<file path="config.mk">
export PLATFORM = sky130hd
export DESIGN_NAME = ros_scaler
export DESIGN_NICKNAME = d
export VERILOG_FILES = /design/src/rtl/ros_pkg.sv /design/src/rtl/ros_div_if.sv /design/src/rtl/ros_divider.sv /design/src/rtl/ros_span_map.sv /design/src/rtl/ros_scaler.sv
export SDC_FILE = /design/constraint.sdc
export NUM_CORES = 1
export LEC_CHECK = 0
export BUFFER_PORTS_ARGS = -buffer_cell sky130_fd_sc_hd__buf_4
export CAP_MARGIN = 20
export CORE_MARGIN = 4
export CORE_UTILIZATION = 40
export DETAILED_ROUTE_END_ITERATION = 10
export PLACE_DENSITY = 0.6
export SETUP_SLACK_MARGIN = 0.15
export SYNTH_ARGS = -nofsm -noshare
export SYNTH_HDL_FRONTEND = slang
export SYNTH_SLANG_ARGS = --single-unit
export TNS_END_PERCENT = 30
</file>
<file path="constraint.sdc">
create_clock -name sys_clk_in -period 11.2 [get_ports sys_clk_in]
set_input_delay 2.24 -clock sys_clk_in [delete_from_list [all_inputs] [get_ports sys_clk_in]]
set_output_delay 2.24 -clock sys_clk_in [all_outputs]
set_load 0.03 [all_outputs]
</file>
<file path="src/rtl/ros_pkg.sv">
package ros_pkg;
  // --------------------------------------------------------------
  // Widths and field layout
  // --------------------------------------------------------------
  localparam int VAL_W = 16;
  localparam int CODE_W = 16;
  localparam int ADDR_W = 4;
  localparam int DATA_W = 16;
  // --------------------------------------------------------------
  // Register offsets
  // --------------------------------------------------------------
  localparam logic [3:0] OFS_CTRL = 4'h0;
  localparam logic [3:0] OFS_LOW = 4'h1;
  localparam logic [3:0] OFS_HIGH = 4'h2;
  localparam logic [3:0] OFS_RANGE_MIN = 4'h3;
  localparam logic [3:0] OFS_RANGE_MAX = 4'h4;
  localparam logic [3:0] OFS_STATUS = 4'h5;
  localparam logic [3:0] OFS_CODE = 4'h6;
  localparam int CTRL_FUNC_BIT = 0;
  localparam int CTRL_SRC_BIT = 1;
  localparam int CTRL_RANGE_LSB = 2;
  localparam int CTRL_LOAD_BIT = 4;
  // --------------------------------------------------------------
  // Enumerations and reset values
  // --------------------------------------------------------------
  typedef enum logic [1:0] {
    ROS_R0_20MA = 2'h0,
    ROS_R4_20MA = 2'h1,
    ROS_R0_5V = 2'h2,
    ROS_R0_10V = 2'h3
  } ros_range_t;
  localparam logic RST_FUNC = 1'b0;
  localparam logic RST_SRC = 1'b0;
  localparam ros_range_t RST_RANGE = ROS_R4_20MA;
  localparam logic signed [15:0] RST_LOW = 16'shFF38;
  localparam logic signed [15:0] RST_HIGH = 16'sh0514;
  localparam logic signed [15:0] RST_RANGE_MIN = 16'shFF38;
  localparam logic signed [15:0] RST_RANGE_MAX = 16'sh0514;
  // Code full scale; 4 mA is one fifth of 20 mA
  localparam logic [15:0] CODE_FULL = 16'hFFFF;
  localparam logic [15:0] CODE_4MA = 16'h3333;
  // One quotient bit per step; 16 steps give the fraction num*65536/den
  localparam int DIV_STEPS = 16;
endpackage : ros_pkg

</file>
<file path="src/rtl/ros_div_if.sv">
interface ros_div_if;
  logic start;
  logic [16:0] num;
  logic [16:0] den;
  logic busy;
  logic done;
  logic [16:0] quo;
  modport master (output start, output num, output den, input busy, input done, input quo);
  modport slave (input start, input num, input den, output busy, output done, output quo);
endinterface : ros_div_if

</file>
<file path="src/rtl/ros_divider.sv">
module ros_divider (
  input wire logic clk_in,
  input wire logic rst_n_in,
  ros_div_if.slave div
);
  // --------------------------------------------------------------
  // Restoring divider, one quotient bit per cycle
  // --------------------------------------------------------------
  logic [16:0] rem_reg, rem_next;
  logic [16:0] quo_reg, quo_next;
  logic [16:0] den_reg, den_next;
  logic [4:0] cnt_reg, cnt_next;
  logic busy_reg, busy_next;
  logic done_reg, done_next;
  logic [17:0] trial;

  always_comb begin
    trial = '0;
    rem_next = rem_reg;
    quo_next = quo_reg;
    den_next = den_reg;
    cnt_next = cnt_reg;
    busy_next = busy_reg;
    done_next = 1'b0;
    if (div.start && !busy_reg) begin
      // Numerator below denominator: remainder starts at it, zeros walk in
      rem_next = div.num;
      quo_next = '0;
      den_next = div.den;
      cnt_next = 5'(ros_pkg::DIV_STEPS);
      busy_next = 1'b1;
    end else if (busy_reg) begin
      trial = {rem_reg, 1'b0};
      if (trial >= {1'b0, den_reg}) begin
        rem_next = 17'(trial - {1'b0, den_reg});
        quo_next = {quo_reg[15:0], 1'b1};
      end else begin
        rem_next = trial[16:0];
        quo_next = {quo_reg[15:0], 1'b0};
      end
      cnt_next = 5'(cnt_reg - 5'h01);
      if (cnt_reg == 5'h01) begin
        busy_next = 1'b0;
        done_next = 1'b1;
      end
    end
  end

  always_ff @(posedge clk_in or negedge rst_n_in) begin
    if (!rst_n_in) begin
      rem_reg <= '0;
      quo_reg <= '0;
      den_reg <= '0;
      cnt_reg <= '0;
      busy_reg <= 1'b0;
      done_reg <= 1'b0;
    end else begin
      rem_reg <= rem_next;
      quo_reg <= quo_next;
      den_reg <= den_next;
      cnt_reg <= cnt_next;
      busy_reg <= busy_next;
      done_reg <= done_next;
    end
  end

  assign div.busy = busy_reg;
  assign div.done = done_reg;
  assign div.quo = quo_reg;
endmodule : ros_divider

</file>
<file path="src/rtl/ros_span_map.sv">
module ros_span_map (
  input wire logic [1:0] range_in,
  input wire logic [16:0] frac_in,
  output logic [15:0] code_out
);
  // --------------------------------------------------------------
  // Map a 0..65536 fraction onto the chosen range's code span
  // --------------------------------------------------------------
  logic [15:0] base;
  logic [15:0] span;
  logic [32:0] prod;

  always_comb begin
    if (range_in == 2'(ros_pkg::ROS_R4_20MA)) begin
      base = ros_pkg::CODE_4MA;
    end else begin
      base = 16'h0000;
    end
    span = 16'(ros_pkg::CODE_FULL - base);
    prod = 33'(frac_in) * 33'(span);
    code_out = 16'(base + 16'(prod >> 16));
  end
endmodule : ros_span_map

</file>
<file path="src/rtl/ros_scaler.sv">
// Summary of operation
// - Third output: alarm switch or retransmission code
// - Four ranges, 4-20 mA after reset
// - Low point gives minimum, high gives maximum
// - Low above high inverts the mapping
// - Points reset to -200 and 1300
// - Points clamped to input range, reloaded
// - Points share process value fixed-point format
module ros_scaler (
  input wire logic sys_clk_in,
  input wire logic rst_n_in,
  input wire logic [3:0] addr_in,
  input wire logic [15:0] wdata_in,
  input wire logic wr_in,
  input wire logic rd_in,
  input wire logic signed [15:0] process_value_in,
  input wire logic signed [15:0] control_setpoint_in,
  input wire logic alarm_in,
  output logic [15:0] rdata_out,
  output logic aux_output_three_on_out,
  output logic [15:0] aux_output_three_code_out,
  output logic [1:0] aux_output_three_range_out,
  output logic aux_output_three_retx_out
);
  // --------------------------------------------------------------
  // Configuration registers
  // --------------------------------------------------------------
  logic func_reg, func_next;
  logic src_reg, src_next;
  logic [1:0] range_reg, range_next;
  logic signed [15:0] low_reg, low_next;
  logic signed [15:0] high_reg, high_next;
  logic signed [15:0] rmin_reg, rmin_next;
  logic signed [15:0] rmax_reg, rmax_next;
  logic signed [15:0] wval;

  function automatic logic signed [15:0] clamp(input logic signed [15:0] v,
                                                input logic signed [15:0] lo,
                                                input logic signed [15:0] hi);
    if (v < lo) begin
      return lo;
    end else if (v > hi) begin
      return hi;
    end
    return v;
  endfunction : clamp

  always_comb begin
    wval = $signed(wdata_in);
    func_next = func_reg;
    src_next = src_reg;
    range_next = range_reg;
    low_next = low_reg;
    high_next = high_reg;
    rmin_next = rmin_reg;
    rmax_next = rmax_reg;
    if (wr_in) begin
      case (addr_in)
        ros_pkg::OFS_CTRL: begin
          func_next = wdata_in[ros_pkg::CTRL_FUNC_BIT];
          src_next = wdata_in[ros_pkg::CTRL_SRC_BIT];
          range_next = wdata_in[ros_pkg::CTRL_RANGE_LSB +: 2];
          if (wdata_in[ros_pkg::CTRL_LOAD_BIT]) begin
            low_next = rmin_reg;
            high_next = rmax_reg;
          end
        end
        ros_pkg::OFS_LOW: low_next = clamp(wval, rmin_reg, rmax_reg);
        ros_pkg::OFS_HIGH: high_next = clamp(wval, rmin_reg, rmax_reg);
        ros_pkg::OFS_RANGE_MIN: rmin_next = wval;
        ros_pkg::OFS_RANGE_MAX: rmax_next = wval;
        default: begin
        end
      endcase
    end
  end

  always_ff @(posedge sys_clk_in or negedge rst_n_in) begin
    if (!rst_n_in) begin
      func_reg <= ros_pkg::RST_FUNC;
      src_reg <= ros_pkg::RST_SRC;
      range_reg <= 2'(ros_pkg::RST_RANGE);
      low_reg <= ros_pkg::RST_LOW;
      high_reg <= ros_pkg::RST_HIGH;
      rmin_reg <= ros_pkg::RST_RANGE_MIN;
      rmax_reg <= ros_pkg::RST_RANGE_MAX;
    end else begin
      func_reg <= func_next;
      src_reg <= src_next;
      range_reg <= range_next;
      low_reg <= low_next;
      high_reg <= high_next;
      rmin_reg <= rmin_next;
      rmax_reg <= rmax_next;
    end
  end

  // --------------------------------------------------------------
  // Scaling sequence: sample, divide, map
  // --------------------------------------------------------------
  typedef enum logic [2:0] {
    ROS_IDLE = 3'h1,
    ROS_WAIT = 3'h2,
    ROS_MAP = 3'h4
  } ros_state_t;

  ros_state_t state_reg, state_next;
  logic [16:0] frac_reg, frac_next;
  logic [15:0] code_reg, code_next;
  logic on_reg, on_next;
  logic [1:0] range_o_reg;
  logic retx_reg;
  logic [15:0] rdata_reg, rdata_next;
  logic alarm_s1_reg, alarm_s2_reg;
  logic signed [15:0] src_val;
  logic signed [16:0] num_s, den_s;
  logic inv;
  logic [15:0] mapped;

  ros_div_if div ();

  ros_divider u_div (
    .clk_in(sys_clk_in),
    .rst_n_in(rst_n_in),
    .div(div)
  );

  ros_span_map u_map (
    .range_in(range_reg),
    .frac_in(frac_reg),
    .code_out(mapped)
  );

  always_comb begin
    src_val = src_reg ? control_setpoint_in : process_value_in;
    inv = low_reg > high_reg;
    // Same fixed-point unit for points and source; plain signed math
    if (inv) begin
      num_s = 17'(low_reg) - 17'(src_val);
      den_s = 17'(low_reg) - 17'(high_reg);
    end else begin
      num_s = 17'(src_val) - 17'(low_reg);
      den_s = 17'(high_reg) - 17'(low_reg);
    end
  end

  assign div.start = (state_reg == ROS_IDLE) && func_reg && (den_s > 17'sh00000)
                     && (num_s > 17'sh00000) && (num_s < den_s);
  // Only 0 < num < den reaches the divider; fraction = num*65536/den
  assign div.num = 17'(num_s);
  assign div.den = 17'(den_s);

  always_comb begin
    state_next = state_reg;
    frac_next = frac_reg;
    case (state_reg)
      ROS_IDLE: begin
        if (func_reg) begin
          if (den_s == 17'sh00000 || num_s <= 17'sh00000) begin
            frac_next = 17'h00000;
            state_next = ROS_MAP;
          end else if (num_s >= den_s) begin
            frac_next = 17'h10000;
            state_next = ROS_MAP;
          end else begin
            state_next = ROS_WAIT;
          end
        end
      end
      ROS_WAIT: begin
        if (div.done) begin
          frac_next = div.quo;
          state_next = ROS_MAP;
        end
      end
      ROS_MAP: state_next = ROS_IDLE;
      default: state_next = ROS_IDLE;
    endcase
  end

  // Code takes a new value only in MAP and clears in alarm mode, so a half-done divide never shows
  always_comb begin
    code_next = code_reg;
    if (!func_reg) begin
      code_next = 16'h0000;
    end else if (state_reg == ROS_MAP) begin
      code_next = mapped;
    end
    on_next = func_reg ? 1'b0 : alarm_s2_reg;
    case (addr_in)
      ros_pkg::OFS_CTRL: rdata_next = {11'h000, 1'b0, range_reg, src_reg, func_reg};
      ros_pkg::OFS_LOW: rdata_next = low_reg;
      ros_pkg::OFS_HIGH: rdata_next = high_reg;
      ros_pkg::OFS_RANGE_MIN: rdata_next = rmin_reg;
      ros_pkg::OFS_RANGE_MAX: rdata_next = rmax_reg;
      ros_pkg::OFS_STATUS: rdata_next = {13'h0000, state_reg == ROS_WAIT, inv, on_reg};
      ros_pkg::OFS_CODE: rdata_next = code_reg;
      default: rdata_next = 16'h0000;
    endcase
    if (!rd_in) begin
      rdata_next = 16'h0000;
    end
  end

  always_ff @(posedge sys_clk_in or negedge rst_n_in) begin
    if (!rst_n_in) begin
      state_reg <= ROS_IDLE;
      frac_reg <= '0;
      code_reg <= '0;
      on_reg <= 1'b0;
      range_o_reg <= 2'(ros_pkg::RST_RANGE);
      retx_reg <= 1'b0;
      rdata_reg <= '0;
      alarm_s1_reg <= 1'b0;
      alarm_s2_reg <= 1'b0;
    end else begin
      state_reg <= state_next;
      frac_reg <= frac_next;
      code_reg <= code_next;
      on_reg <= on_next;
      range_o_reg <= range_reg;
      retx_reg <= func_reg;
      rdata_reg <= rdata_next;
      alarm_s1_reg <= alarm_in;
      alarm_s2_reg <= alarm_s1_reg;
    end
  end

  assign rdata_out = rdata_reg;
  assign aux_output_three_on_out = on_reg;
  assign aux_output_three_code_out = code_reg;
  assign aux_output_three_range_out = range_o_reg;
  assign aux_output_three_retx_out = retx_reg;
endmodule : ros_scaler

</file>
### Word level (Yosys, flattened, before mapping)

Index checks and enable logic that the tools add are counted.

* flip-flop bits (word level): 184
* bits in latches: 0
* RAM bits: 0
* memory bits (read-only): 0
* bits of input ports: 57
* output and inout bits: 36
* word-level logic and storage cells: 123
* memories: 0

* $add $sub $neg: 8
* $mul: 1
* div/mod/pow operators: 0
* order comparisons: 9
* equality and inequality tests: 16
* shift operators: 0
* multiplexer cells: 47
* bitwise logic cells: 0
* reduce and logical (&&, ||, !) cells: 20

Operators with widths (number)
* $mux W17: 11
* $mux W16: 10
* $pmux W16 S7: 1
* $sub A16 B16 Y17: 4
* $pmux W16 S2: 2
* $gt A17 B1 Y1 const B: 2
* $pmux W17 S2: 1
* $gt A16 B16 Y1: 2
* $mul A17 B16 Y32: 1
* $ge A18 B17 Y1: 1
* $ge A17 B17 Y1: 1
* $le A17 B1 Y1 const B: 1
* $logic_not A17 Y1: 1
* $lt A17 B17 Y1: 1
* $sub A17 B17 Y17: 1
* $add A16 B16 Y16: 1
* $lt A16 B16 Y1: 1
* $sub A1 B15 Y16 const A: 1
* $mux W1: 14
* $mux W14: 1
* $eq A4 B3 Y1 const B: 3
* $mux W3: 4
* $mux W5: 2
* $eq A4 B2 Y1 const B: 2
* 19 further kinds: 32

### Logic depth before layout (Yosys ltp)

Gate-level depths: netlist of run 1.

* depth in word-level cells: 8
* mapped depth: 35
* gate-level depth less buffers: 34

### Hierarchy

From an unflattened synthesis of run 1, not the netlist that was laid out.

* cell total of the unflattened synthesis: 2471
* area total of the unflattened synthesis: 22321.4 sq um

Modules (own cells, without submodules)
* ros_scaler: times used 1, cells an instance 1304, area each 11348.4 sq um, sequential area each 3194.3 sq um
* ros_span_map: times used 1, cells an instance 797, area each 7527.2 sq um, sequential area each 0.0 sq um
* ros_divider: times used 1, cells an instance 370, area each 3445.8 sq um, sequential area each 1451.4 sq um

### Worst setup path before layout of run 1

OpenSTA, ideal clock, no wires.

* kind: register to register
* start: reg range_reg[1]
* end: reg code_reg[14] (netlist: aux_output_three_code_out[14])
* setup time: 0.133 ns
* data arrival time: 7.760 ns
* required time: 11.067 ns
* slack: 3.307 ns
* stages on the path, launching flop included: 32
* path buffers: 3
* period minus slack after synthesis: 7.893 ns
* cell sequence: dfrtp_1 > nand2b_1 > clkbuf_1 > clkbuf_1 > clkbuf_1 > nand2_1 > fa_1 > fa_1 > inv_1 > fa_1 > fa_1 > fa_1 > inv_1 > fa_1 > inv_1 > ha_1 > o21ai_0 > o221ai_1 > o21ai_1 > a21oi_1 > o31ai_1 > nor2b_1 > nor2b_1 > nor2_1 > xnor2_1 > ha_1 > nand2_1 > o41ai_1 > a41oi_1 > o31ai_1 > xnor2_1 > o21ai_0

* cells in the longest elaborated chain, start to end: 7

Ends and longest elaborated chain
* start, declared: RTL line ros_scaler.sv:30 `logic [1:0] range_reg, range_next;`
* start signal, assigned: RTL line ros_scaler.sv:82 `range_reg <= 2'(ros_pkg::RST_RANGE);`
* start signal, assigned: RTL line ros_scaler.sv:90 `range_reg <= range_next;`
* $eq A2 B1 Y1 (*): RTL line ros_span_map.sv:14 `if (range_in == 2'(ros_pkg::ROS_R4_20MA)) begin`
* $mux W14 (*): RTL line ros_span_map.sv:14
* $sub A1 B15 Y16: RTL line ros_span_map.sv:19 `span = 16'(ros_pkg::CODE_FULL - base);`
* $mul A17 B16 Y32: RTL line ros_span_map.sv:20 `prod = 33'(frac_in) * 33'(span);`
* $add A16 B16 Y16 (*): RTL line ros_span_map.sv:21 `code_out = 16'(base + 16'(prod >> 16));`
* $mux W16 (*): RTL line ros_scaler.sv:186 `end else if (state_reg == ROS_MAP) begin`
* $mux W16 (*): RTL line ros_scaler.sv:184 `if (!func_reg) begin`
* end signal, assigned: RTL line ros_scaler.sv:219 `code_reg <= code_next;`
* end, declared: RTL line ros_scaler.sv:109 `logic [15:0] code_reg, code_next;`

Every way passes the cells marked *; elsewhere a longest branch is shown, timed or not. The select of a mux whose other input is x is not followed.
A chain may end at the register's enable or synchronous reset.

### Worst setup path in the final report of run 1

Same ends and word-level chain as after synthesis.

==> metrics.md, run 1 <==
| Metric | Value |
|---|---|
| Outcome | `completed` |
| Max-capacitance violation count | `0` |
| Worst endpoint required time | `11.53 ns` |
| Avg WL per Cell | `around 20 um` |
| GRT met3 Usage | `0.0310` |
| # setup viols final | `0` |
| Worst-Margin Slew | `roughly 1 ns` |
| Launching point of the worst reg2reg path | `range_reg[1]` |
| Crit path time final | `between 9 and 10 ns` |
| I/O Pins | `93` |
| Half-perimeter wire length after placement | `49900 um` |
| Most Crowded Layer GR | `met2` |
| Sum of routed wire length over all layers | `62200 um` |
| Mean post-synth cell area | `9.09 um2` |
| Max Clock Freq | `approximately 110 MHz` |
| Slowest library cell on the worst path | `sky130_fd_sc_hd__o41ai_1` |
| Post-CTS resize count | `0` |
| Hold violation count in the final report | `0` |
| Sort of element at the end of the critical path | `register` |
| Number of nets in the final layout | `2895` |
| Worst setup path endpoint | `aux_output_three_code_out[14]` |
| Post-CTS clock slew at the launch and capture registers of the worst setup and hold paths | `approximately 0.08 ns` |
| Share of flip-flops with an asynchronous set or reset | `1.00` |
| Endpoint of the most critical register-to-register path | `aux_output_three_code_out[14]` |
| Area of the die | `57800 um2` |
| Slew Limit Headroom | `0.319` |
| Post-synth EDFFs | `0` |
| Worst min-delay path class | `reg2reg` |
| Post-CTS Setup Repair Bufs | `0` |
| Overall via count from detail_route | `around 18000` |
| Arr. time, crit path | `9.49 ns` |
| Fraction of layout cells with a size suffix above 1 | `0.112` |
| Number of levels the H-tree was split into | `4` |
| TNS Setup | `0 ns` |
| Bufs on Longest Clock Path | `2` |
| Vias in the first global route | `approximately 18000` |
| GR Util All Layers | `0.218` |
| Proportion of synthesized chip area in sequential cells | `0.215` |
| Via density per instance | `5.64` |
| Count of cell types in the netlist | `between 90 and 100` |
| Number of antenna violations at the first check in global routing | `1` |
| Switching Power | `approximately 2.5 mW` |
| Cell Pwr Density | `207 nW/um2` |
| Antenna cell count | `0` |
| Starting utilization of the core area | `0.407` |
| Path type of the worst setup path | `reg2reg` |
| Most common cell after layout, fill and taps aside | `sky130_fd_sc_hd__inv_1` |
| Launching instance or port of the critical path | `range_reg[1]` |
| Area of the mapped netlist | `21600 um2` |
| Clock latency on the worst-skew pair | `0.46 ns` |
| # hold bufs at CTS | `0` |
| Clock buffers created by TritonCTS | `17` |
| VDD IR max | `133 uV` |
| RSZ-0062 raised after global routing | `false` |
| Number of placement rows | `84` |
| Switching share of power | `0.512` |
| Sink count of the clock tree | `roughly 180` |
| Yosys reg bits | `184` |
| Most used DFF post-synth | `sky130_fd_sc_hd__dfrtp_1` |
| Placer's final routability congestion estimate | `0.979` |
| Number of max-slew violations in the final report | `0` |
| Pin count of the biggest net entering global routing | `70` |
| Largest incremental delay on the critical path | `roughly 0.64 ns` |
| Instance area after placement | `22900 um2` |
| First-pass detailed-route iteration total | `9` |
| Master cell of the clock root buffer | `sky130_fd_sc_hd__clkbuf_16` |
| Vertical extent of the die | `240 um` |
| Horizontal die dimension | `around 240 um` |
| Core footprint | `53100 um2` |
| Largest fanout on the critical path | `27` |
| Portion of the clock cycle consumed by the worst path in the final layout | `0.818` |
| Clock share of power | `0.131` |
| Part of the total power dissipated in combinational logic | `0.654` |
| Total power after layout | `4.87 mW` |
| Met1 demand-to-capacity share in global routing | `0.312` |
| Post-synthesis cell count | `2379` |
| Worst clock skew on the final layout | `0.0143 ns` |
| M2 GR Usage | `0.353` |
| Commonest cells after routing, fill and taps aside | `sky130_fd_sc_hd__inv_1, sky130_fd_sc_hd__ha_1, sky130_fd_sc_hd__nand2_1` |
| Wire length of the first global-routing pass | `approximately 100000 um` |
| Final ANT Viol Nets | `0` |
| Number of buffers added on ports | `92` |
| Setup slack of the most critical reg-to-reg path | `roughly 2 ns` |
| Violation count after the first detailed-routing iteration | `approximately 1600` |
| DRC Markers | `0` |
| Number of cells traversed by the worst register-to-register path | `32` |
| Post-synthesis net count | `2863` |
| Yosys warning total | `0` |
| Overflow left after global routing | `0` |
| TritonCTS clock tree | `done` |
| Fill cell count | `a little over 5000` |
| Worst Setup Start Kind | `register` |
| Area added between synthesis and finish | `8.77%` |
| Internal power summed over all cells | `2.38 mW` |
| Part of the total power dissipated in sequential elements | `0.215` |
| Post-layout instance area | `23500 um2` |
| Static leakage power | `11.7 nW` |
[how the worst min path moves through the flow]
| stage | end | slack (ns) | start | cells after the start |
|---|---|---|---|---|
| final | alarm_s2_reg | 0.37 | alarm_s1_reg | 0 |
| after global routing | alarm_s2_reg | 0.39 | alarm_s1_reg | 0 |
| after CTS | alarm_s2_reg | 0.38 | alarm_s1_reg | 0 |
| after floorplan | alarm_s2_reg | 0.33 | alarm_s1_reg | 0 |
| after global placement | alarm_s2_reg | 0.33 | alarm_s1_reg | 0 |
| after detailed placement | alarm_s2_reg | 0.36 | alarm_s1_reg | 0 |
[Yosys cell counts (all sizes together) (6+ instances only)]
library cell | number | area, um2
dfrtp | 151 | 3780
nor2 | 96 | 363
o211ai | 38 | 285
dfstp | 33 | 867
or2 | 7 | 43.8
nand2 | 199 | 749
xnor2 | 54 | 473
a22o | 16 | 140
a21o | 57 | 428
a211oi | 23 | 178
and2 | 18 | 113
a31oi | 38 | 238
nand4 | 20 | 131
a22oi | 25 | 188
nor3 | 29 | 150
xor2 | 24 | 210
o21bai | 8 | 60.1
mux2 | 51 | 574
nand4b | 7 | 61.3
o21ai | 119 | 618
ha | 252 | 3150
clkbuf | 69 | 259
and3 | 12 | 75.1
nand3 | 27 | 145
fa | 175 | 3500
nor2b | 30 | 188
o31ai | 24 | 194
o41ai | 6 | 67.6
o21a | 24 | 180
a21oi | 106 | 542
mux2i | 59 | 591
a222oi | 12 | 120
nor4 | 27 | 190
a2111oi | 8 | 114
nand2b | 38 | 238
inv | 379 | 1420
a21boi | 8 | 71.3
buf | 30 | 218
or3 | 12 | 75.1
[power groups by stage]
stage / logic [mW] / clock network, mW / registers [mW]
after floorplan: 2.33 / 0 / 0.992
after global placement: 3.06 / 0 / 1.04
after detailed placement: 3.13 / 0 / 1.05
after CTS: 3.15 / 0.653 / 1.04
after global routing: 3.54 / 0.679 / 1.07
final: 3.18 / 0.638 / 1.04
[logic make-up after synthesis]
family                     after synthesis  synth area share
and+or+nand+nor                        539             0.123
adders and majority gates              428             0.308
buffers and inverters                  478            0.0879
AOI/OAI and AO/OA                      561             0.179
DFF                                    184             0.215
xor gates and xnor gates                78            0.0316
muxes                                  111            0.0549
[area by class of cell]
type	instances	area [um2]	area share
Clock buffer	17	425	0.0181
Inverter	379	1420	0.0605
Tap cell	688	861	0.0366
Timing Repair Buffer	112	847	0.0360
Clock inverter	15	194	0.00825
Multi-Input combinational cell	1717	15100	0.643
Sequential cell	184	4650	0.198
[routing by layer]
metal / share of wire / wire length [um]
met5: 0.00021 / 13
met4: 0.017 / 1070
met3: 0.058 / 3600
met2: 0.46 / 28700
met1: 0.46 / 28800
[worst max-delay path: cells and delay by family (launching register included)]
kind            cells  cell delay [ns]
xor+xnor            3             0.44
fa+ha+maj           8             3.53
simple gates        7             1.38
flops               1             0.39
compound gates      8             2.49
buf+inv             6             0.81
[metrics by stage]
stage | cells | setup WS (ns) | util | hold WS [ns]
3_5_place_dp | 3079 | 2.14 | 0.431 | 0.362
5_1_grt | 3112 | 1.33 | 0.443 | 0.387
6_report | 3112 | 2.04 | 0.443 | 0.374
3_3_place_gp | 3079 | 2.53 | 0.431 | 0.334
2_1_floorplan | 2379 | 3.31 | - | 0.331
4_1_cts | 3111 | 2.09 | 0.443 | 0.381
No activity file was read; power rests on OpenSTA's default activity.
==> run 2: changes to the inputs <==
- PLACE_DENSITY: 0.6 -> 0.62
- clock period: 11.2 -> 7.66 ns (I/O delays scaled with it)
==> metrics.md, run 2 (synthesis gave the netlist of run 1 again) <==
| Metric | Value |
|---|---|
| Half-perimeter wire length after placement | `51500 um (+3.3%)` |
| Number of max-slew violations in the final report | `0 (unchanged)` |
| Largest incremental delay on the critical path | `0.57 ns (-0.07 ns)` |
| Most common cell after layout, fill and taps aside | `sky130_fd_sc_hd__inv_1` |
| DP Cell Count | `3194 (+3.7%)` |
| Worst-case hold slack | `0.356 ns (-0.0183 ns)` |
| Number of levels the H-tree was split into | `4 (unchanged)` |
| Via density per instance | `5.56 (-1.4%)` |
| Bufs on Longest Clock Path | `2 (unchanged)` |
| Number of placement rows | `84 (unchanged)` |
| Max-capacitance violation count | `0 (unchanged)` |
| Hold violation count in the final report | `0 (unchanged)` |
| Clock buffers created by TritonCTS | `17 (unchanged)` |
| Avg WL per Cell | `19.8 um (-0.84%)` |
| Area occupied by multi-input gates | `15600 um2 (+3.5%)` |
| Vias in the first global route | `18400 (+1.9%)` |
| Core footprint | `53100 um2 (unchanged)` |
| Sum of routed wire length over all layers | `64300 um (+3.4%)` |
| Total power after layout | `7.43 mW (+53%)` |
| Placer's final routability congestion estimate | `0.951 (-2.8%)` |
| Outcome | `completed` |
| TNS Setup | `0 ns (unchanged)` |
| GR Util All Layers | `0.224 (+0.00577)` |
| Area of the die | `57800 um2 (unchanged)` |
| I/O Pins | `93 (unchanged)` |
| Vertical extent of the die | `240 um (unchanged)` |
| Antenna cell count | `0 (unchanged)` |
| VDD IR max | `210 uV (+58%)` |
| Crit path time final | `7.53 ns (-1.63 ns)` |
| Final ANT Viol Nets | `0 (unchanged)` |
| Worst Setup Start Kind | `register` |
| # setup viols final | `0 (unchanged)` |
| Clock latency on the worst-skew pair | `0.47 ns (about the same)` |
| Sink count of the clock tree | `184 (unchanged)` |
| Number of buffers added on ports | `92 (unchanged)` |
| Static leakage power | `12.4 nW (+6.0%)` |
| Commonest cells after routing, fill and taps aside | `sky130_fd_sc_hd__inv_1, sky130_fd_sc_hd__ha_1, sky130_fd_sc_hd__buf_4` |
| Worst endpoint required time | `8.00 ns (-3.53 ns)` |
| Met1 demand-to-capacity share in global routing | `0.319 (+0.00704)` |
| Most Crowded Layer GR | `met2` |
| Fill cell count | `4942 (-4.2%)` |
| DRC Markers | `0 (unchanged)` |
| First-pass detailed-route iteration total | `5 (-4)` |
| M2 GR Usage | `0.367 (+0.0145)` |
| Instance area after placement | `23800 um2 (+4.2%)` |
| Portion of the clock cycle consumed by the worst path in the final layout | `0.983 (+0.165)` |
| Sequential cell area | `4650 um2 (unchanged)` |
| Largest fanout on the critical path | `7 (-74%)` |
| Number of antenna violations at the first check in global routing | `0 (-1)` |
| Final instance count without filler cells | `3245 (+4.3%)` |
| Post-layout instance area | `25100 um2 (+6.7%)` |
| Cell Pwr Density | `296 nW/um2 (+43%)` |
| Violation count after the first detailed-routing iteration | `1552 (-2.1%)` |
| GRT met3 Usage | `0.0292 (-0.00172)` |
| Max Clock Freq | `133 MHz (+22%)` |
| Slew Limit Headroom | `0.344 (+0.0249)` |
| Overall via count from detail_route | `18000 (+2.8%)` |
| Sort of element at the end of the critical path | `register` |
| Worst-Margin Slew | `0.984 ns (-0.0373 ns)` |
| Horizontal die dimension | `240 um (unchanged)` |
| TritonCTS clock tree | `done` |
| Slowest library cell on the worst path | `sky130_fd_sc_hd__fa_1` |
| Fraction of layout cells with a size suffix above 1 | `0.191 (+0.0790)` |
| Master cell of the clock root buffer | `sky130_fd_sc_hd__clkbuf_16` |
| Post-CTS clock slew at the launch and capture registers of the worst setup and hold paths | `0.08 ns (about the same)` |
| Worst clock skew on the final layout | `0.0243 ns (+0.0100 ns)` |
| Number of nets in the final layout | `3028 (+4.6%)` |
| Pin count of the biggest net entering global routing | `113 (+61%)` |
| Wire length of the first global-routing pass | `103000 um (+2.4%)` |
| Area added between synthesis and finish | `16.1%` |
| Arr. time, crit path | `7.87 ns (-1.62 ns)` |
| Overflow left after global routing | `0 (unchanged)` |
| Path type of the worst setup path | `reg2reg` |
| RSZ-0062 raised after global routing | `true` |
| Worst min-delay path class | `reg2reg` |
| Starting utilization of the core area | `0.407 (unchanged)` |
## run 2: cell types whose count changed in the layout (fill, tap and decap cells not counted), moves of 6 or more
| cell | change |
|---|---|
| sky130_fd_sc_hd__buf_4 | +121 |
| sky130_fd_sc_hd__ha_1 | -15 |
| sky130_fd_sc_hd__inv_2 | +14 |
| sky130_fd_sc_hd__ha_4 | +12 |
| sky130_fd_sc_hd__buf_6 | +6 |
| sky130_fd_sc_hd__nand2_1 | -13 |
| sky130_fd_sc_hd__inv_1 | -15 |
## run 2: report_power, final
part / switching [mW] / total [mW] / internal [mW]
registers: 0.273 / 1.52 / 1.25
logic: 3.04 / 5.04 / 1.99
clock network: 0.441 / 0.876 / 0.435
total: 3.75 / 7.43 / 3.68
## run 2: repair_timing
| item | CTS | global route |
|---|---|---|
| pin swaps | 43 | 78 |
| hold buffers | 0 | 0 |
| endpoints found under the hold margin | 0 | 0 |
| setup endpoints to repair | 10 | 9 |
| resized for setup | 49 | 60 |
| setup buffers | 6 | 10 |
## run 2: cell type report
type | count | area share
multi-input combinational | 1717 | 0.623
sequential | 184 | 0.185
timing repair buffer | 245 | 0.0770
inverter | 379 | 0.0568
tap | 688 | 0.0343
clock buffer | 17 | 0.0170
clock inverter | 15 | 0.00648
## run 2: worst max-delay path, delay by kind of cell (launching register included)
kind                     cells  cell delay, ns
flip-flops                   1            0.56
adder cells (fa/ha/maj)      8            3.38
AO/OA/AOI/OAI                8            1.62
XOR/XNOR                     3            0.34
AND/OR/NAND/NOR              7            0.85
buffers and inverters        8            0.65
## run 2: per-layer routing
layer / vias to the layer above / share of wire
li1: 8517 / -
met1: 8896 / 0.46
met2: 532 / 0.46
met3: 95 / 0.050
met4: 0 / 0.023
met5: - / 0
## run 2: stage by stage
| step | util | setup slack (ns) |
|---|---|---|
| after floorplan | - | 0.154 |
| after global placement | 0.449 | -0.236 |
| after detailed placement | 0.449 | -0.471 |
| after CTS | 0.465 | 0.151 |
| after global routing | 0.473 | -0.149 |
| final | 0.473 | 0.131 |
## run 2: path summary, 6_finish.rpt
check | from | to | slack (ns) | cells after the start
worst max-delay path | range_reg[0] | aux_output_three_code_out[15] | 0.13 | 34
max in group asynchronous | rst_n_in | u_div.rem_reg[8] | 4.96 | 2
min in group asynchronous | rst_n_in | aux_output_three_code_out[10] | 1.18 | 1
worst max register to register | range_reg[0] | aux_output_three_code_out[15] | 0.13 | 34
worst min register to register | alarm_s1_reg | alarm_s2_reg | 0.36 | 0
worst min-delay path | alarm_s1_reg | alarm_s2_reg | 0.36 | 0
==> run 3: changes to the inputs <==
- CTS_CLUSTER_DIAMETER: default -> 100
- PLACE_DENSITY: 0.62 -> 0.6
- SYNTH_HIERARCHICAL: default -> 1
- clock period: 7.66 -> 9 ns (I/O delays scaled with it)
==> metrics.md, run 3 <==
| Metric | Value |
|---|---|
| First-pass detailed-route iteration total | `8 (+3)` |
| Sort of element at the end of the critical path | `register` |
| TritonCTS clock tree | `done` |
| Number of levels the H-tree was split into | `4 (unchanged)` |
| VDD IR max | `223 uV (+6.3%)` |
| I/O Pins | `93 (unchanged)` |
| Portion of the clock cycle consumed by the worst path in the final layout | `0.931 (-0.0516)` |
| Avg WL per Cell | `21.1 um (+6.5%)` |
| GRT met3 Usage | `0.0310 (+0.00178)` |
| Proportion of synthesized chip area in sequential cells | `0.208 (-0.00682)` |
| Max-capacitance violation count | `0 (unchanged)` |
| Arr. time, crit path | `8.77 ns (+0.90 ns)` |
| Fill cell count | `5405 (+9.4%)` |
| Via density per instance | `5.66 (+1.8%)` |
| Post-synthesis cell count | `2471 (+3.9%)` |
| TNS Setup | `0 ns (unchanged)` |
| Hold violation count in the final report | `0 (unchanged)` |
| Post-CTS Setup Repair Bufs | `0 (-6)` |
| Half-perimeter wire length after placement | `55800 um (+8.2%)` |
| Sequential cell area | `4650 um2 (unchanged)` |
| Area of the mapped netlist | `22300 um2 (+3.3%)` |
| RSZ-0062 raised after global routing | `true` |
| Area added between synthesis and finish | `9.39%` |
| DP Worst Slack | `0.324 ns (+0.795 ns)` |
| Instance area after placement | `23800 um2 (-0.24%)` |
| Dominant cell type by area after synthesis | `sky130_fd_sc_hd__dfrtp_1` |
| Worst endpoint required time | `9.38 ns (+1.38 ns)` |
| Final instance count without filler cells | `3282 (+1.1%)` |
| Hold path start | `alarm_s1_reg` |
| Yosys reg bits | `184 (unchanged)` |
| Clock latency on the worst-skew pair | `0.46 ns (about the same)` |
| Number of antenna violations at the first check in global routing | `2 (+2)` |
| Crit path time final | `8.38 ns (+0.853 ns)` |
| Synth Area in Simple Gates | `0.132 (+0.00859)` |
| DRC Markers | `0 (unchanged)` |
| Max Clock Freq | `119 MHz (-10%)` |
| Most used DFF post-synth | `sky130_fd_sc_hd__dfrtp_1` |
| Wire length of the first global-routing pass | `109000 um (+6.0%)` |
| Launching point of the worst reg2reg path | `range_reg[0]` |
| Post-synthesis share of cell area spent on xor and xnor gates | `0.0263 (-0.00532)` |
| Clock share of power | `0.130 (+0.012)` |
| Switching share of power | `0.519 (+0.0137)` |
| Slowest library cell on the worst path | `sky130_fd_sc_hd__dfstp_2` |
| Count of cell types in the netlist | `109 (+17%)` |
| Worst Setup Start Kind | `register` |
| Final ANT Viol Nets | `0 (unchanged)` |
| Placer's final routability congestion estimate | `0.942 (-1.0%)` |
| Share of flip-flops with an asynchronous set or reset | `1.00 (unchanged)` |
| Critical Path Most Common Cell | `sky130_fd_sc_hd__inv_1` |
| Vias in the first global route | `19000 (+3.0%)` |
| Post-synthesis net count | `2956 (+3.2%)` |
| Post-layout instance area | `24400 um2 (-2.7%)` |
| Largest incremental delay on the critical path | `0.56 ns (about the same)` |
| Cell Pwr Density | `236 nW/um2 (-20%)` |
| Yosys warning total | `6 (+6)` |
| Switching Power | `2.99 mW (-20%)` |
| Area occupied by multi-input gates | `15700 um2 (+0.72%)` |
| Commonest cells after routing, fill and taps aside | `sky130_fd_sc_hd__inv_1, sky130_fd_sc_hd__ha_1, sky130_fd_sc_hd__fa_1` |
| Complex-gate fraction of the synthesized area | `0.199 (+0.0203)` |
| Most Crowded Layer GR | `met2` |
| Largest fanout on the critical path | `25 (+18)` |
| Sum of routed wire length over all layers | `69300 um (+7.7%)` |
| DP Cell Count | `3246 (+1.6%)` |
| Fraction of layout cells with a size suffix above 1 | `0.122 (-0.0684)` |
| Area share of fa/ha/maj cells after synthesis | `0.299 (-0.00900)` |
| GR Util All Layers | `0.231 (+0.00698)` |
| Final cell utilization of the core | `0.442 (-0.0304)` |
| # hold bufs at CTS | `0 (unchanged)` |
| Count leader, synth | `sky130_fd_sc_hd__inv_1` |
| Violation count after the first detailed-routing iteration | `1613 (+3.9%)` |
| Vertical extent of the die | `244 um (+1.6%)` |
| Mean post-synth cell area | `9.03 um2 (-0.57%)` |
| Horizontal die dimension | `244 um (+1.6%)` |
| Worst clock skew on the final layout | `0.0118 ns (-0.0125 ns)` |
| Slew Limit Headroom | `0.274 (-0.0694)` |
| Number of max-slew violations in the final report | `0 (unchanged)` |
| Overall via count from detail_route | `18600 (+2.9%)` |
| Part of the total power dissipated in combinational logic | `0.674 (-0.003)` |
| Worst min-delay path class | `reg2reg` |
| Met1 demand-to-capacity share in global routing | `0.306 (-0.0130)` |
| Portion of synthesized cell area occupied by the leading cell type | `0.169 (-0.00555)` |
| Number of placement rows | `86 (+2.4%)` |
| # setup viols final | `0 (unchanged)` |
| Outcome | `completed` |
| Worst-Margin Slew | `1.09 ns (+0.104 ns)` |
| Cell types occupying the most area after synthesis | `sky130_fd_sc_hd__dfrtp_1, sky130_fd_sc_hd__fa_1, sky130_fd_sc_hd__ha_1, sky130_fd_sc_hd__inv_1, sky130_fd_sc_hd__dfstp_2` |
| Overflow left after global routing | `0 (unchanged)` |
| Post-layout worst setup margin | `0.618 ns (+0.487 ns)` |
| M2 GR Usage | `0.378 (+0.0109)` |
| Post-synth EDFFs | `0 (unchanged)` |
| Main combinational cell family by area after synthesis | `adder cells` |
| Launching instance or port of the critical path | `range_reg[0]` |
| Most common cell after layout, fill and taps aside | `sky130_fd_sc_hd__inv_1` |
| Multiplexer share of the synthesized area | `0.0452 (-0.00976)` |
| Path type of the worst setup path | `reg2reg` |
| Sink count of the clock tree | `184 (unchanged)` |
| Bufs on Longest Clock Path | `2 (unchanged)` |
| Clock buffers created by TritonCTS | `17 (unchanged)` |
| Number of nets in the final layout | `3003 (-0.83%)` |
| Pin count of the biggest net entering global routing | `106 (-6.2%)` |
| Commonest cells post-synth | `sky130_fd_sc_hd__inv_1, sky130_fd_sc_hd__ha_1, sky130_fd_sc_hd__fa_1` |
| Area of the die | `59600 um2 (+3.2%)` |
| Post-CTS clock slew at the launch and capture registers of the worst setup and hold paths | `0.07 ns (about the same)` |
| Static leakage power | `12.1 nW (-2.7%)` |
| Part of the total power dissipated in sequential elements | `0.196 (-0.009)` |
| Core footprint | `55200 um2 (+4.0%)` |
| Internal power summed over all cells | `2.77 mW (-25%)` |
| Master cell of the clock root buffer | `sky130_fd_sc_hd__clkbuf_16` |
| Number of buffers added on ports | `92 (unchanged)` |
| Starting utilization of the core area | `0.404 (-0.00284)` |
-- run 3: changes by cell type after synthesis, sizes merged, moves of 16 or more --
cell	change
inv	+27
a22o	+18
nand4	+16
nand3	+28
nor2	-20
a21oi	+52
nand2	-25
o211ai	-23
-- run 3: area by class of cell --
type,count,share of cell area
Antenna cell,3,0.000307
Clock buffer,21,0.0180
Clock inverter,11,0.00502
Inverter,406,0.0624
Multi-Input combinational cell,1782,0.645
Sequential cell,184,0.190
Tap cell,748,0.0383
Timing Repair Buffer,127,0.0406
-- run 3: critical path, delay by kind of cell (launching register included) --
family	cells	cell delay [ns]
compound gates	12	2.66
xor+xnor	2	0.42
fa+ha+maj	8	3.45
buf+inv	7	0.61
flops	1	0.56
simple gates	5	0.59
-- run 3: path summary, 6_finish.rpt --
kind,to,slack [ns],cells past startpoint
setup / recovery,aux_output_three_code_out[13],0.62,34
hold / removal,alarm_s2_reg,0.36,0
setup reg to reg,aux_output_three_code_out[13],0.62,34
hold reg to reg,alarm_s2_reg,0.36,0
max in group asynchronous,high_reg[4],6.21,3
min in group asynchronous,u_div/den_reg[14],1.39,1
-- run 3: what timing repair did --
action | in CTS | in global routing
resized for setup | 0 | 10
setup endpoints to repair | 0 | 4
hold endpoints to repair | 0 | 0
-- run 3: layer usage --
metal / share of wire / routed length (um)
met4: 0.046 / 3200
met3: 0.056 / 3850
met1: 0.43 / 29700
met2: 0.47 / 32500
met5: 0 / 0
-- run 3: power groups by stage --
| stage | registers (mW) | logic [mW] | clock network [mW] |
|---|---|---|---|
| 2_1_floorplan | 1.05 | 2.77 | 0 |
| 3_3_place_gp | 1.14 | 3.72 | 0 |
| 3_5_place_dp | 1.14 | 3.78 | 0 |
| 4_1_cts | 1.12 | 3.81 | 0.767 |
| 5_1_grt | 1.13 | 4.22 | 0.798 |
| 6_report | 1.13 | 3.88 | 0.747 |
-- run 3: cell families (layout without fill, tap and decap cells) --
kind of cell,after synthesis,after routing
DFF,184,184
muxes,94,94
xor gates and xnor gates,67,67
other,0,3
AOI/OAI and AO/OA,633,633
buffers and inverters,505,565
and+or+nand+nor,560,560
adders and majority gates,428,428
-- run 3: metrics by stage --
step	power, mW	hold WS, ns
floorplan	3.82	0.331
global placement	4.86	0.333
detailed placement	4.92	0.339
CTS	5.70	0.363
global route	6.15	0.372
finish	5.76	0.356
